## src/pkg/ipsf_map.svh

```systemverilog
// Offsets, field positions, reset values and frame constants of the IP service framer
`ifndef IPSF_MAP_SVH
`define IPSF_MAP_SVH
`define IPSF_APP_PORT   16'h0BEE
`define IPSF_CHECK      16'h4242
`define IPSF_NUM2       16'h0000
`define IPSF_CMD_SAMPLE 8'h04
`define IPSF_CMD_TXDATA 8'h00
`define IPSF_OPT_ACK    8'h02
`define IPSF_UPG_INST   8'h06
`define IPSF_NUM_SETS   8'h01
`define IPSF_BCAST_LSB  8'hFF
`define IPSF_OFS_CMD    5'd6
`define IPSF_OFS_OPT    5'd7
`define IPSF_OFS_UPG    5'd8
`define IPSF_OFS_HDREND 4'd11
`define IPSF_REG_DADDR  8'h00
`define IPSF_REG_DPORT  8'h04
`define IPSF_REG_SPORT  8'h08
`define IPSF_REG_CTRL   8'h0C
`define IPSF_REG_DMASK  8'h10
`define IPSF_REG_AMASK  8'h14
`define IPSF_REG_STAT   8'h18
`define IPSF_CTRL_TCP   0
`define IPSF_CTRL_API   1
`define IPSF_RST_DADDR  32'hFFFFFFFF
`define IPSF_RST_PORT   16'h1000
`endif

```

## src/pkg/ipsf_pkg.sv

```systemverilog
// Types shared by the IP service framer modules
package ipsf_pkg;
  typedef enum logic [1:0] {OWN_NONE, OWN_REP, OWN_REL} ipsf_owner_type;
  typedef enum logic [1:0] {REP_IDLE, REP_HDR, REP_DIG, REP_ANA} ipsf_rep_type;
  typedef enum logic [1:0] {CONN_IDLE, CONN_OPENING, CONN_OPEN} ipsf_conn_type;
endpackage : ipsf_pkg

```

## src/pkg/ipsf_stream_if.sv

```systemverilog
// Byte stream carrier between framer modules
`timescale 1ns/10ps
`default_nettype none
interface ipsf_stream_if;
  logic       valid;
  logic       ready;
  logic [7:0] data;
  logic       last;
  modport src (output valid, output data, output last, input ready);
  modport snk (input valid, input data, input last, output ready);
endinterface : ipsf_stream_if
`default_nettype wire

```

## src/ipsf_top.sv

```systemverilog
// IP service framer: sample reports, header check and serial relay
`timescale 1ns/10ps
`default_nettype none
`include "ipsf_map.svh"
module ipsf_top
  import ipsf_pkg::*;
#(
  parameter int NCH = 8
) (
  input  wire logic             sys_clk,
  input  wire logic             srst,
  input  wire logic [7:0]       paddr,
  input  wire logic             psel,
  input  wire logic             penable,
  input  wire logic             pwrite,
  input  wire logic [31:0]      pwdata,
  output logic      [31:0]      prdata,
  output logic                  pready,
  output logic                  pslverr,
  input  wire logic             sampleReq,
  input  wire logic [15:0]      digSample,
  input  wire logic [16*NCH-1:0] anaSample,
  input  wire logic             serRxValid,
  input  wire logic [7:0]       serRxData,
  input  wire logic             serRxLast,
  output logic                  serRxReady,
  output logic                  serTxValid,
  output logic      [7:0]       serTxData,
  input  wire logic             serTxReady,
  input  wire logic             netRxValid,
  input  wire logic [7:0]       netRxData,
  input  wire logic             netRxLast,
  input  wire logic [15:0]      netRxPort,
  output logic                  netRxReady,
  output logic                  netTxValid,
  output logic      [7:0]       netTxData,
  output logic                  netTxLast,
  input  wire logic             netTxReady,
  output logic                  netTxUdp,
  output logic                  netTxConn,
  output logic      [31:0]      netTxAddr,
  output logic      [15:0]      netTxDstPort,
  output logic      [15:0]      netTxSrcPort,
  output logic                  tcpOpenReq,
  input  wire logic             tcpOpened,
  input  wire logic             tcpClosed,
  input  wire logic             peerConnReq,
  output logic                  peerAccept,
  output logic                  upgInstall,
  output logic                  ackReq
);
  localparam int CW = $clog2(NCH);
  localparam logic [15:0] CHK  = `IPSF_CHECK;
  localparam logic [15:0] NUM2 = `IPSF_NUM2;
  localparam logic [15:0] APP  = `IPSF_APP_PORT;

  //==========================================================
  // Register file
  logic [31:0]    dstAddr;
  logic [15:0]    dstPort;
  logic [15:0]    srcPort;
  logic           tcpMode;
  logic           apiMode;
  logic [15:0]    digMask;
  logic [NCH-1:0] anaMask;
  logic [7:0]     rejectCnt;
  logic [7:0]     installCnt;
  logic           connected;
  logic           mapped;
  logic [31:0]    rdMux;
  ipsf_rep_type   repState;
  wire apbWr    = psel & penable & pwrite;
  wire apbSetup = psel & ~penable;

  assign pready  = 1'b1;
  assign pslverr = psel & penable & ~mapped;

  always_comb begin
    mapped = 1'b1;
    rdMux  = 32'h0;
    case (paddr)
      `IPSF_REG_DADDR: rdMux = dstAddr;
      `IPSF_REG_DPORT: rdMux = {16'h0, dstPort};
      `IPSF_REG_SPORT: rdMux = {16'h0, srcPort};
      `IPSF_REG_CTRL:  rdMux = {30'h0, apiMode, tcpMode};
      `IPSF_REG_DMASK: rdMux = {16'h0, digMask};
      `IPSF_REG_AMASK: rdMux = {{(32-NCH){1'b0}}, anaMask};
      `IPSF_REG_STAT:  rdMux = {8'h0, installCnt, rejectCnt, 5'h0, repState != REP_IDLE, tcpOpenReq, connected};
      default:         mapped = 1'b0;
    endcase
  end

  // Read data latched in setup so the access phase answers at once
  always_ff @(posedge sys_clk) begin
    if (srst) prdata <= 32'h0;
    else if (apbSetup & ~pwrite) prdata <= rdMux;
  end

  always_ff @(posedge sys_clk) begin
    if (srst) begin
      dstAddr <= `IPSF_RST_DADDR;
      dstPort <= `IPSF_RST_PORT;
      srcPort <= `IPSF_RST_PORT;
      tcpMode <= 1'b0;
      apiMode <= 1'b0;
      digMask <= 16'h0000;
      anaMask <= '0;
    end else if (apbWr) begin
      case (paddr)
        `IPSF_REG_DADDR: dstAddr <= pwdata;
        `IPSF_REG_DPORT: if (pwdata[15:0] != APP) dstPort <= pwdata[15:0];
        `IPSF_REG_SPORT: if (pwdata[15:0] != APP) srcPort <= pwdata[15:0];
        `IPSF_REG_CTRL: begin
          tcpMode <= pwdata[`IPSF_CTRL_TCP];
          apiMode <= pwdata[`IPSF_CTRL_API];
        end
        `IPSF_REG_DMASK: digMask <= pwdata[15:0];
        `IPSF_REG_AMASK: anaMask <= pwdata[NCH-1:0];
        default: ;
      endcase
    end
  end

  //==========================================================
  // Sample report builder
  logic [3:0]     idx;
  logic           half;
  logic [CW-1:0]  ch;
  logic [15:0]    snapD;
  logic [15:0]    snapDm;
  logic [NCH-1:0] snapAm;
  logic [15:0]    snapA [NCH];
  logic           repValid;
  logic           repLast;
  logic [7:0]     repByte;
  logic           srcTake;
  ipsf_owner_type owner;
  wire repStart = (repState == REP_IDLE) & sampleReq;
  wire higher   = |(snapAm >> (32'(ch) + 1));
  wire repTake  = (owner == OWN_REP) & srcTake;

  genvar g;
  generate
    for (g = 0; g < NCH; g++) begin : g_snap
      always_ff @(posedge sys_clk) begin
        if (srst) snapA[g] <= 16'h0000;
        else if (repStart) snapA[g] <= anaSample[16*g +: 16];
      end
    end
  endgenerate

  always_comb begin
    repValid = 1'b1;
    repLast  = 1'b0;
    repByte  = 8'h00;
    case (repState)
      REP_HDR: begin
        case (idx)
          4'd0:    repByte = CHK[15:8];
          4'd1:    repByte = CHK[7:0];
          4'd2:    repByte = NUM2[15:8];
          4'd3:    repByte = NUM2[7:0];
          4'd6:    repByte = `IPSF_CMD_SAMPLE;
          4'd8:    repByte = `IPSF_NUM_SETS;
          4'd9:    repByte = snapDm[15:8];
          4'd10:   repByte = snapDm[7:0];
          4'd11:   repByte = 8'(snapAm);
          default: repByte = 8'h00;
        endcase
        repLast = (idx == `IPSF_OFS_HDREND) && (snapDm == 16'h0) && (snapAm == '0);
      end
      REP_DIG: begin
        repByte = half ? snapD[7:0] : snapD[15:8];
        repLast = half && (snapAm == '0);
      end
      REP_ANA: begin
        // Disabled channels below the highest enabled one cost one idle cycle each
        repValid = snapAm[ch];
        repByte  = half ? snapA[ch][7:0] : snapA[ch][15:8];
        repLast  = half && !higher;
      end
      default: repValid = 1'b0;
    endcase
  end

  always_ff @(posedge sys_clk) begin
    if (srst) begin
      repState <= REP_IDLE;
      idx      <= 4'd0;
      half     <= 1'b0;
      ch       <= '0;
      snapD    <= 16'h0000;
      snapDm   <= 16'h0000;
      snapAm   <= '0;
    end else begin
      case (repState)
        REP_IDLE: begin
          // A request while a report is in flight is dropped
          if (sampleReq) begin
            repState <= REP_HDR;
            idx      <= 4'd0;
            half     <= 1'b0;
            ch       <= '0;
            snapD    <= digSample;
            snapDm   <= digMask;
            snapAm   <= anaMask;
          end
        end
        REP_HDR: begin
          if (repTake) begin
            idx <= idx + 4'd1;
            if (idx == `IPSF_OFS_HDREND) begin
              if (snapDm != 16'h0) repState <= REP_DIG;
              else if (snapAm != '0) repState <= REP_ANA;
              else repState <= REP_IDLE;
            end
          end
        end
        REP_DIG: begin
          if (repTake) begin
            half <= ~half;
            if (half) repState <= (snapAm != '0) ? REP_ANA : REP_IDLE;
          end
        end
        REP_ANA: begin
          if (!snapAm[ch]) begin
            ch <= ch + 1'b1;
          end else if (repTake) begin
            half <= ~half;
            if (half && !higher) repState <= REP_IDLE;
            else if (half) ch <= ch + 1'b1;
          end
        end
        default: repState <= REP_IDLE;
      endcase
    end
  end

  //==========================================================
  // Transmit arbitration and output stage
  logic srcValid;
  logic srcLast;
  logic [7:0] srcByte;
  wire bcast    = (dstAddr[7:0] == `IPSF_BCAST_LSB);
  wire relUdp   = ~tcpMode | bcast;
  wire needConn = ~relUdp & ~apiMode;
  wire routeOk  = ~needConn | connected;
  wire stageFree = ~netTxValid | netTxReady;
  wire grantRel  = (owner == OWN_NONE) & ~netTxValid & (repState == REP_IDLE) & serRxValid & routeOk;

  always_comb begin
    srcValid = 1'b0;
    srcLast  = 1'b0;
    srcByte  = 8'h00;
    case (owner)
      OWN_REP: begin
        srcValid = repValid;
        srcLast  = repLast;
        srcByte  = repByte;
      end
      OWN_REL: begin
        srcValid = serRxValid;
        srcLast  = serRxLast;
        srcByte  = serRxData;
      end
      default: ;
    endcase
  end
  assign srcTake    = srcValid & stageFree;
  assign serRxReady = (owner == OWN_REL) & stageFree;

  // Grant only on an empty stage so frame details never change under a byte
  always_ff @(posedge sys_clk) begin
    if (srst) begin
      owner        <= OWN_NONE;
      netTxUdp     <= 1'b0;
      netTxConn    <= 1'b0;
      netTxAddr    <= 32'h0;
      netTxDstPort <= 16'h0;
      netTxSrcPort <= 16'h0;
    end else if (owner == OWN_NONE) begin
      if (~netTxValid & (repState != REP_IDLE)) begin
        owner        <= OWN_REP;
        netTxUdp     <= 1'b1;
        netTxConn    <= 1'b0;
        netTxAddr    <= dstAddr;
        netTxDstPort <= dstPort;
        netTxSrcPort <= APP;
      end else if (grantRel) begin
        owner        <= OWN_REL;
        netTxUdp     <= relUdp;
        netTxConn    <= needConn;
        netTxAddr    <= dstAddr;
        netTxDstPort <= dstPort;
        netTxSrcPort <= srcPort;
      end
    end else if (srcTake & srcLast) begin
      owner <= OWN_NONE;
    end
  end

  always_ff @(posedge sys_clk) begin
    if (srst) begin
      netTxValid <= 1'b0;
      netTxData  <= 8'h00;
      netTxLast  <= 1'b0;
    end else if (stageFree) begin
      netTxValid <= srcValid;
      netTxData  <= srcByte;
      netTxLast  <= srcLast;
    end
  end

  //==========================================================
  // Receive routing
  ipsf_stream_if appIf ();
  logic frameOk;
  logic frameBad;
  wire toApp   = (netRxPort == APP);
  wire toSer   = ~toApp & (netRxPort == srcPort);
  wire serFree = ~serTxValid | serTxReady;

  assign netRxReady  = toSer ? serFree : (toApp ? appIf.ready : 1'b1);
  assign appIf.valid = netRxValid & toApp;
  assign appIf.data  = netRxData;
  assign appIf.last  = netRxLast;

  always_ff @(posedge sys_clk) begin
    if (srst) begin
      serTxValid <= 1'b0;
      serTxData  <= 8'h00;
    end else if (serFree) begin
      serTxValid <= netRxValid & toSer;
      serTxData  <= netRxData;
    end
  end

  always_ff @(posedge sys_clk) begin
    if (srst) begin
      rejectCnt  <= 8'h00;
      installCnt <= 8'h00;
    end else begin
      if (frameBad) rejectCnt <= rejectCnt + 8'h01;
      if (upgInstall) installCnt <= installCnt + 8'h01;
    end
  end

  ipsf_hdr_check u_check (
    .sys_clk    (sys_clk),
    .srst       (srst),
    .rx         (appIf.snk),
    .frameOk    (frameOk),
    .frameBad   (frameBad),
    .upgInstall (upgInstall),
    .ackReq     (ackReq)
  );

  ipsf_conn u_conn (
    .sys_clk     (sys_clk),
    .srst        (srst),
    .wantOpen    (serRxValid & needConn & ~connected),
    .peerConnReq (peerConnReq & ~apiMode),
    .tcpOpened   (tcpOpened),
    .tcpClosed   (tcpClosed),
    .tcpOpenReq  (tcpOpenReq),
    .peerAccept  (peerAccept),
    .connected   (connected)
  );

  //==========================================================
  // Checks
  logic [7:0] frmIdx;
  logic       repFrame;
  always_ff @(posedge sys_clk) begin
    if (srst) begin
      frmIdx   <= 8'h00;
      repFrame <= 1'b0;
    end else begin
      if (owner == OWN_NONE && ~netTxValid) repFrame <= (repState != REP_IDLE);
      if (netTxValid & netTxReady) frmIdx <= netTxLast ? 8'h00 : (frmIdx == 8'hFF ? frmIdx : frmIdx + 8'h01);
    end
  end
endmodule : ipsf_top
`default_nettype wire

```

## src/ipsf_hdr_check.sv

```systemverilog
// Application header check on frames arriving at the service port
`timescale 1ns/10ps
`default_nettype none
`include "ipsf_map.svh"
module ipsf_hdr_check
  import ipsf_pkg::*;
(
  input  wire logic sys_clk,
  input  wire logic srst,
  ipsf_stream_if.snk rx,
  output logic      frameOk,
  output logic      frameBad,
  output logic      upgInstall,
  output logic      ackReq
);
  localparam logic [15:0] CHK = `IPSF_CHECK;
  logic [4:0]  idx;
  logic [31:0] words;
  logic [7:0]  cmd, opt, upg;
  logic        headOk;
  wire fire = rx.valid & rx.ready;
  assign rx.ready = 1'b1;
  // Short frames never reach byte 4 and so fail
  assign headOk = (idx > 5'd3) && ((words[31:16] ^ words[15:0]) == CHK);

  always_ff @(posedge sys_clk) begin
    if (srst) begin
      idx   <= 5'd0;
      words <= 32'h0;
      cmd   <= 8'h00;
      opt   <= 8'h00;
      upg   <= 8'h00;
    end else if (fire) begin
      idx <= rx.last ? 5'd0 : (idx == 5'h1F ? idx : idx + 5'd1);
      if (idx < 5'd4) begin
        words <= {words[23:0], rx.data};
      end
      if (idx == `IPSF_OFS_CMD) cmd <= rx.data;
      if (idx == `IPSF_OFS_OPT) opt <= rx.data;
      if (idx == `IPSF_OFS_UPG) upg <= rx.data;
    end
  end

  always_ff @(posedge sys_clk) begin
    if (srst) begin
      frameOk    <= 1'b0;
      frameBad   <= 1'b0;
      upgInstall <= 1'b0;
      ackReq     <= 1'b0;
    end else begin
      frameOk    <= fire & rx.last & headOk;
      frameBad   <= fire & rx.last & ~headOk;
      upgInstall <= fire & rx.last & headOk & (idx > `IPSF_OFS_UPG) & (cmd == `IPSF_CMD_TXDATA)
                    & (opt == `IPSF_OPT_ACK) & (upg == `IPSF_UPG_INST);
      ackReq     <= fire & rx.last & headOk & (opt == `IPSF_OPT_ACK);
    end
  end
endmodule : ipsf_hdr_check
`default_nettype wire

```

## src/ipsf_conn.sv

```systemverilog
// Single TCP connection keeper for transparent relay
`timescale 1ns/10ps
`default_nettype none
module ipsf_conn
  import ipsf_pkg::*;
(
  input  wire logic sys_clk,
  input  wire logic srst,
  input  wire logic wantOpen,
  input  wire logic peerConnReq,
  input  wire logic tcpOpened,
  input  wire logic tcpClosed,
  output logic      tcpOpenReq,
  output logic      peerAccept,
  output logic      connected
);
  ipsf_conn_type state;
  assign tcpOpenReq = (state == CONN_OPENING);
  assign connected  = (state == CONN_OPEN);
  // Only an idle keeper accepts a client, so one connection at most
  assign peerAccept = (state == CONN_IDLE) & peerConnReq;

  always_ff @(posedge sys_clk) begin
    if (srst) begin
      state <= CONN_IDLE;
    end else begin
      case (state)
        CONN_IDLE: begin
          if (peerConnReq) state <= CONN_OPEN;
          else if (wantOpen) state <= CONN_OPENING;
        end
        CONN_OPENING: begin
          if (tcpClosed) state <= CONN_IDLE;
          else if (tcpOpened) state <= CONN_OPEN;
        end
        CONN_OPEN: begin
          if (tcpClosed) state <= CONN_IDLE;
        end
        default: state <= CONN_IDLE;
      endcase
    end
  end
endmodule : ipsf_conn
`default_nettype wire

```

## config.mk

```make
export PLATFORM = sky130hd
export DESIGN_NAME = ipsf_top
export DESIGN_NICKNAME = d
export VERILOG_FILES = /design/src/pkg/ipsf_pkg.sv /design/src/pkg/ipsf_stream_if.sv /design/src/ipsf_top.sv /design/src/ipsf_hdr_check.sv /design/src/ipsf_conn.sv
export VERILOG_INCLUDE_DIRS = /design/src /design/src/pkg
export SDC_FILE = /design/constraint.sdc
export NUM_CORES = 1
export LEC_CHECK = 0
export BUFFER_PORTS_ARGS = -buffer_cell sky130_fd_sc_hd__buf_2
export CAP_MARGIN = 0
export CELL_PAD_IN_SITES_DETAIL_PLACEMENT = 0
export CELL_PAD_IN_SITES_GLOBAL_PLACEMENT = 2
export CORE_MARGIN = 2
export CORE_UTILIZATION = 36
export CTS_CLUSTER_DIAMETER = 30
export DETAILED_ROUTE_END_ITERATION = 6
export GPL_TIMING_DRIVEN = 1
export PLACE_DENSITY = 0.76
export SYNTH_ARGS = -nofsm -noshare
export SYNTH_HDL_FRONTEND = slang
export SYNTH_HIERARCHICAL = 1
export SYNTH_SLANG_ARGS = --single-unit
```

## constraint.sdc

```tcl
create_clock -name sys_clk -period 4.9 [get_ports sys_clk]
set_clock_uncertainty 0.05 [all_clocks]
set_input_delay 0.735 -clock sys_clk [delete_from_list [all_inputs] [get_ports sys_clk]]
set_output_delay 0.735 -clock sys_clk [all_outputs]
set_load 0.005 [all_outputs]
```

# Yosys cells after proc, flatten, opt, wreduce, memory -nomap -nowiden
# Memories as Yosys holds them, arrays and structs flattened. A register that Yosys moved wholly into a read port is not among the register bits.
# Cells that the tools add are included.
# word_totals
regBits	341
latch_bits	0
ramBits	128
romBits	0
in_bits	231
output_inout_bits	125
elab_cells	272
memories	1
# mem_list
name	depth	word_bits	rd	rd_ports_with_merged_regs	write_ports	line_no	text
snapA	8	16	1	1	8	ipsf_top.sv:132	logic [15:0] snapA [NCH];
# classes
addsub	6
n_mul	0
n_div	0
n_lt_le_gt_ge	4
eq_ne	46
shifts	1
n_mux	75
bitwise	57
reduce_logical	45
# ops
op	count
$pmux 32 s7	1
$mux 16	12
$mux 32	2
$pmux 8 s6	1
$mux 2	19
$and 1x1->1	31
$eq 8x5->1 const B	3
$logic_not 8->1	3
$pmux 8 s3	1
$reduce_and 2->1	12
$mux 3	7
$ne 2x2->1 const B	10
$add 8x1->8 const B	2
$eq 16x12->1 const B	1
$eq 16x15->1 const B	1
$eq 16x16->1	1
$eq 4x4->1 const B	4
$eq 8x3->1 const B	2
$eq 8x4->1 const B	2
$logic_not 16->1	1
$mux 8	2
$ne 16x12->1 const B	1
$pmux 8 s2	1
$reduce_bool 16->1	1
47 further kinds	113

# Depth between registers and ports, before layout
# depth
ltp_word	11
depth_mapped	11
ltp_nobuf	8

# Modules after synthesis
# Netlist, hierarchy kept.
# modules_own_cells
module	n_inst	cells_each	area_per_inst_um2
ipsf_top	1	1636	17471.8
ipsf_hdr_check	1	303	2678.8
ipsf_conn	1	14	120.1

# Worst setup path after synthesis
# OpenSTA, ideal clock, no wires.
# synth_path
kind	input port to flip-flop
startpoint	input port srst
endpoint	memory snapA[0][0], enable pin
setup_time_ps	481
t_arrival_ps	3811
t_required_ps	4369
path_slack_ps	558
path_stages	4
path_buffers	2
path_cell_list	clkbuf_1 > a21oi_1 > clkbuf_1 > inv_1
# synth_lines
item	line_no	text
from (decl)	ipsf_top.sv:11	input wire logic srst,
to (decl)	ipsf_top.sv:132	

# Worst setup path after layout
# layout_path
startpoint	register repState[0]
endpoint	register netTxSrcPort[0]
# layout_between
elab_chain_len	6
word_cells_on_any_way	9
# layout_rtl
item	line_no	text
from (decl)	ipsf_top.sv:71	ipsf_rep_type repState;
from (signal assigned)	ipsf_top.sv:222	if (half) repState <= (snapAm != '0) ? REP_ANA : REP_IDLE;
$logic_not 2->1	ipsf_top.sv:249	wire grantRel = (owner == OWN_NONE) & ~netTxValid & (repState == REP_IDLE) & serRxValid & routeOk;
$and 1x1->1 (3 in a row)	ipsf_top.sv:249	
$reduce_bool 2->1 (no source line)	--	
$reduce_and 2->1 (no source line)	--	
to (signal assigned)	ipsf_top.sv:295	netTxSrcPort <= srcPort;
to (decl)	ipsf_top.sv:43	output logic [15:0] netTxSrcPort,
# Several ways; a longest one is shown, not always the timed one.
# A chain may end at the register's enable or synchronous reset.

==> results.md <==
* Outcome: complete, no violations
* Clk sink count at 472
* R2R cell count at 8
* Layout cells sized above 1 at 27.25%
* Met3 usage at 5.707%
* Final wirelength at 64.14 mm
* Clk buf depth at 3
* Combinational share of power at 11.5%
* Layout area overhead at 30.78%
* WL per Instance at 20.42 um
* PostCTS Resize Cnt at 0
* Internal power at 10460 uW
* Yosys warns at 6
* Reg area at 10730 um2
* Initial Util at 36.61%
* First-pass GRT wire length at 95.39 mm
* RSZ-0062 raised after global routing: no
* Rows at 86
* Total power at 13860 uW
* VDD IR-drop max at 372.6 uV
* Crit-path max FO at 38
* Core area at 55310 um2
* Initial antenna violation count at 3
* Hold violation count in the final report at 0
* Gr ovfl total at 0
* GR Layer Usage met2 at 34.49%
* Final Util at 47.87%
* Final worst slack at 1581 ps
* Clk Latency, worst-skew pair at 640 ps
* Data required, critical path at 5390 ps
* Routed Antenna Nets at 0
* Die Area at 58150 um2
* Clock network power share at 55.2%
* # IOs at 356
* Setup Viol. Count Final at 0
* Crit path time final at 3319 ps
* Place WS at 1175 ps
* GRT Total Usage at 21.78%
* First DRT Iteration DRCs at 927
* Max Fclk at 301.3 MHz
* GRT busiest layer: met2
* Data arrival, critical path at 3810 ps
* Final Slew Violations at 0
* Most frequent cells in the layout: 353 x buf_2, 342 x dfxtp_1, 268 x nand2_1
* Syn Area/Cell at 10.38 um2
* NetSw at 3400 uW
* Post-route DRC at 0
* Area taken by multi-input logic gates at 8851 um2
* Buffers added on ports at 354
* Die Y at 241.1 um
* Vias post-DR at 16172
* CTS tree: built
* Nets at 2546
* Clk slew on worst S/H paths at 40 ps
* DIE WIDTH at 241.1 um
* CTS Root Cell: clkbuf_16
* Synthesized netlist net count at 2199
* CTS buffer count at 109
* Dpl hpwl at 45.42 mm
* R2R setup slack at 1580 ps
* DRT Pass-1 Iters at 7
* Net Sw Frac at 24.53%
* Slew HR at 16.40%
* Vias/cell at 5.147
* Synth Instances at 1951
* Worst slew pin tran at 1249 ps
* Crit path capture type: flip-flop
* Final TNS setup at 0 ps
* Static leakage at 0.01087 uW
* Cts hold-fix bufs at 0
* Crit start category: flip-flop
* Hold_sp: digSample[7]
* Largest net degree at the start of global routing at 166
* Synthesized cell area at 20250 um2
* GR Util met1 at 28.38%
* Crit share post-route at 67.73%
* Commonest non-fill, non-tap cell in the layout: buf_2
* R2R Path Start: repState[0]
* Min-Delay Path Class: input port to flip-flop
* WHS Endpoint: snapD[7]
* PD cells at 523.4 nW/um2
* Fraction of power consumed by sequential logic at 33.3%
* Vias in the first global route at 15977
* H-tree Lvls at 3
* Post-CTS Setup Inserts at 0
* Worst Hold Depth at 2
* RR Endpoint: netTxSrcPort[0]
* Crit Path Category: flip-flop to flip-flop
* Filler cell count at 5240
* GPL Wtd Cong at 0.8415
* Maxcap violations at 0
## per-stage QoR
| step | hold WS (ps) | cells | instance area [um2] |
|---|---|---|---|
| CTS | 234.3 | 3141 | 26480 |
| global placement | 388.4 | 2935 | 22520 |
| floorplan | 393.5 | 1951 | 20250 |
| finish | 274.2 | 3142 | 26480 |
| detailed placement | 391.8 | 2935 | 22520 |
| global route | 242.9 | 3142 | 26480 |
## critical path: stages (launching register included)
cell and delay, ps:
dfxtp_1 330, inv_1 130, ha_1 630, inv_1 270, o21ai_0 440, a21o_2 710, buf_4 410, a22oi_1 130
nor2_1 110
## area by class of cell
cell class | count | area share, %
diodes | 1 | 0.009451
flip-flops and latches | 472 | 40.53
clock buffers | 140 | 11.55
inverters | 18 | 0.2646
well taps | 748 | 3.535
repair buffers | 373 | 7.301
multi-input cells | 1324 | 33.43
clock inverters | 66 | 3.379
## sequential cells by signal, summed over array words and instances, names as in the netlist, 8 cells and up, named ones only
register,count
dstAddr,32
snapAm,8
netTxAddr,32
u_check/cmd,8
snapDm,16
serTxData,8
u_check/opt,8
snapD,16
anaMask,8
prdata,32
srcPort,16
rejectCnt,8
netTxData,8
u_check/words,32
digMask,16
u_check/upg,8
dstPort,16
snapA,128
netTxSrcPort,16
netTxDstPort,16
installCnt,8
## metal layers
layer | vias up | wire (um)
li1 | 7740 | -
met1 | 7810 | 28280
met2 | 504 | 29450
met3 | 114 | 4276
met4 | 4 | 2118
met5 | - | 22
## power by group through the flow
stage | sequential, uW | clock [uW] | combinational [uW]
global placement | 4660 | 0 | 1590
CTS | 4620 | 7770 | 1620
floorplan | 4670 | 0 | 942
global route | 4650 | 7990 | 1770
finish | 4610 | 7650 | 1590
detailed placement | 4680 | 0 | 1620
## how the worst max path moves through the flow
stage | end | cells past startpoint | from | slack [ps]
finish | netTxSrcPort[0] | 8 | repState[0] | 1580
global route | netTxSrcPort[10] | 8 | repState[0] | 1290
CTS | netTxSrcPort[0] | 8 | repState[0] | 1570
detailed placement | dstPort[12] | 7 | paddr[1] | 1170
global placement | dstPort[12] | 7 | paddr[1] | 1230
floorplan | snapA[0][0] | 4 | srst | 560
Power figures use the tool's default switching activity.
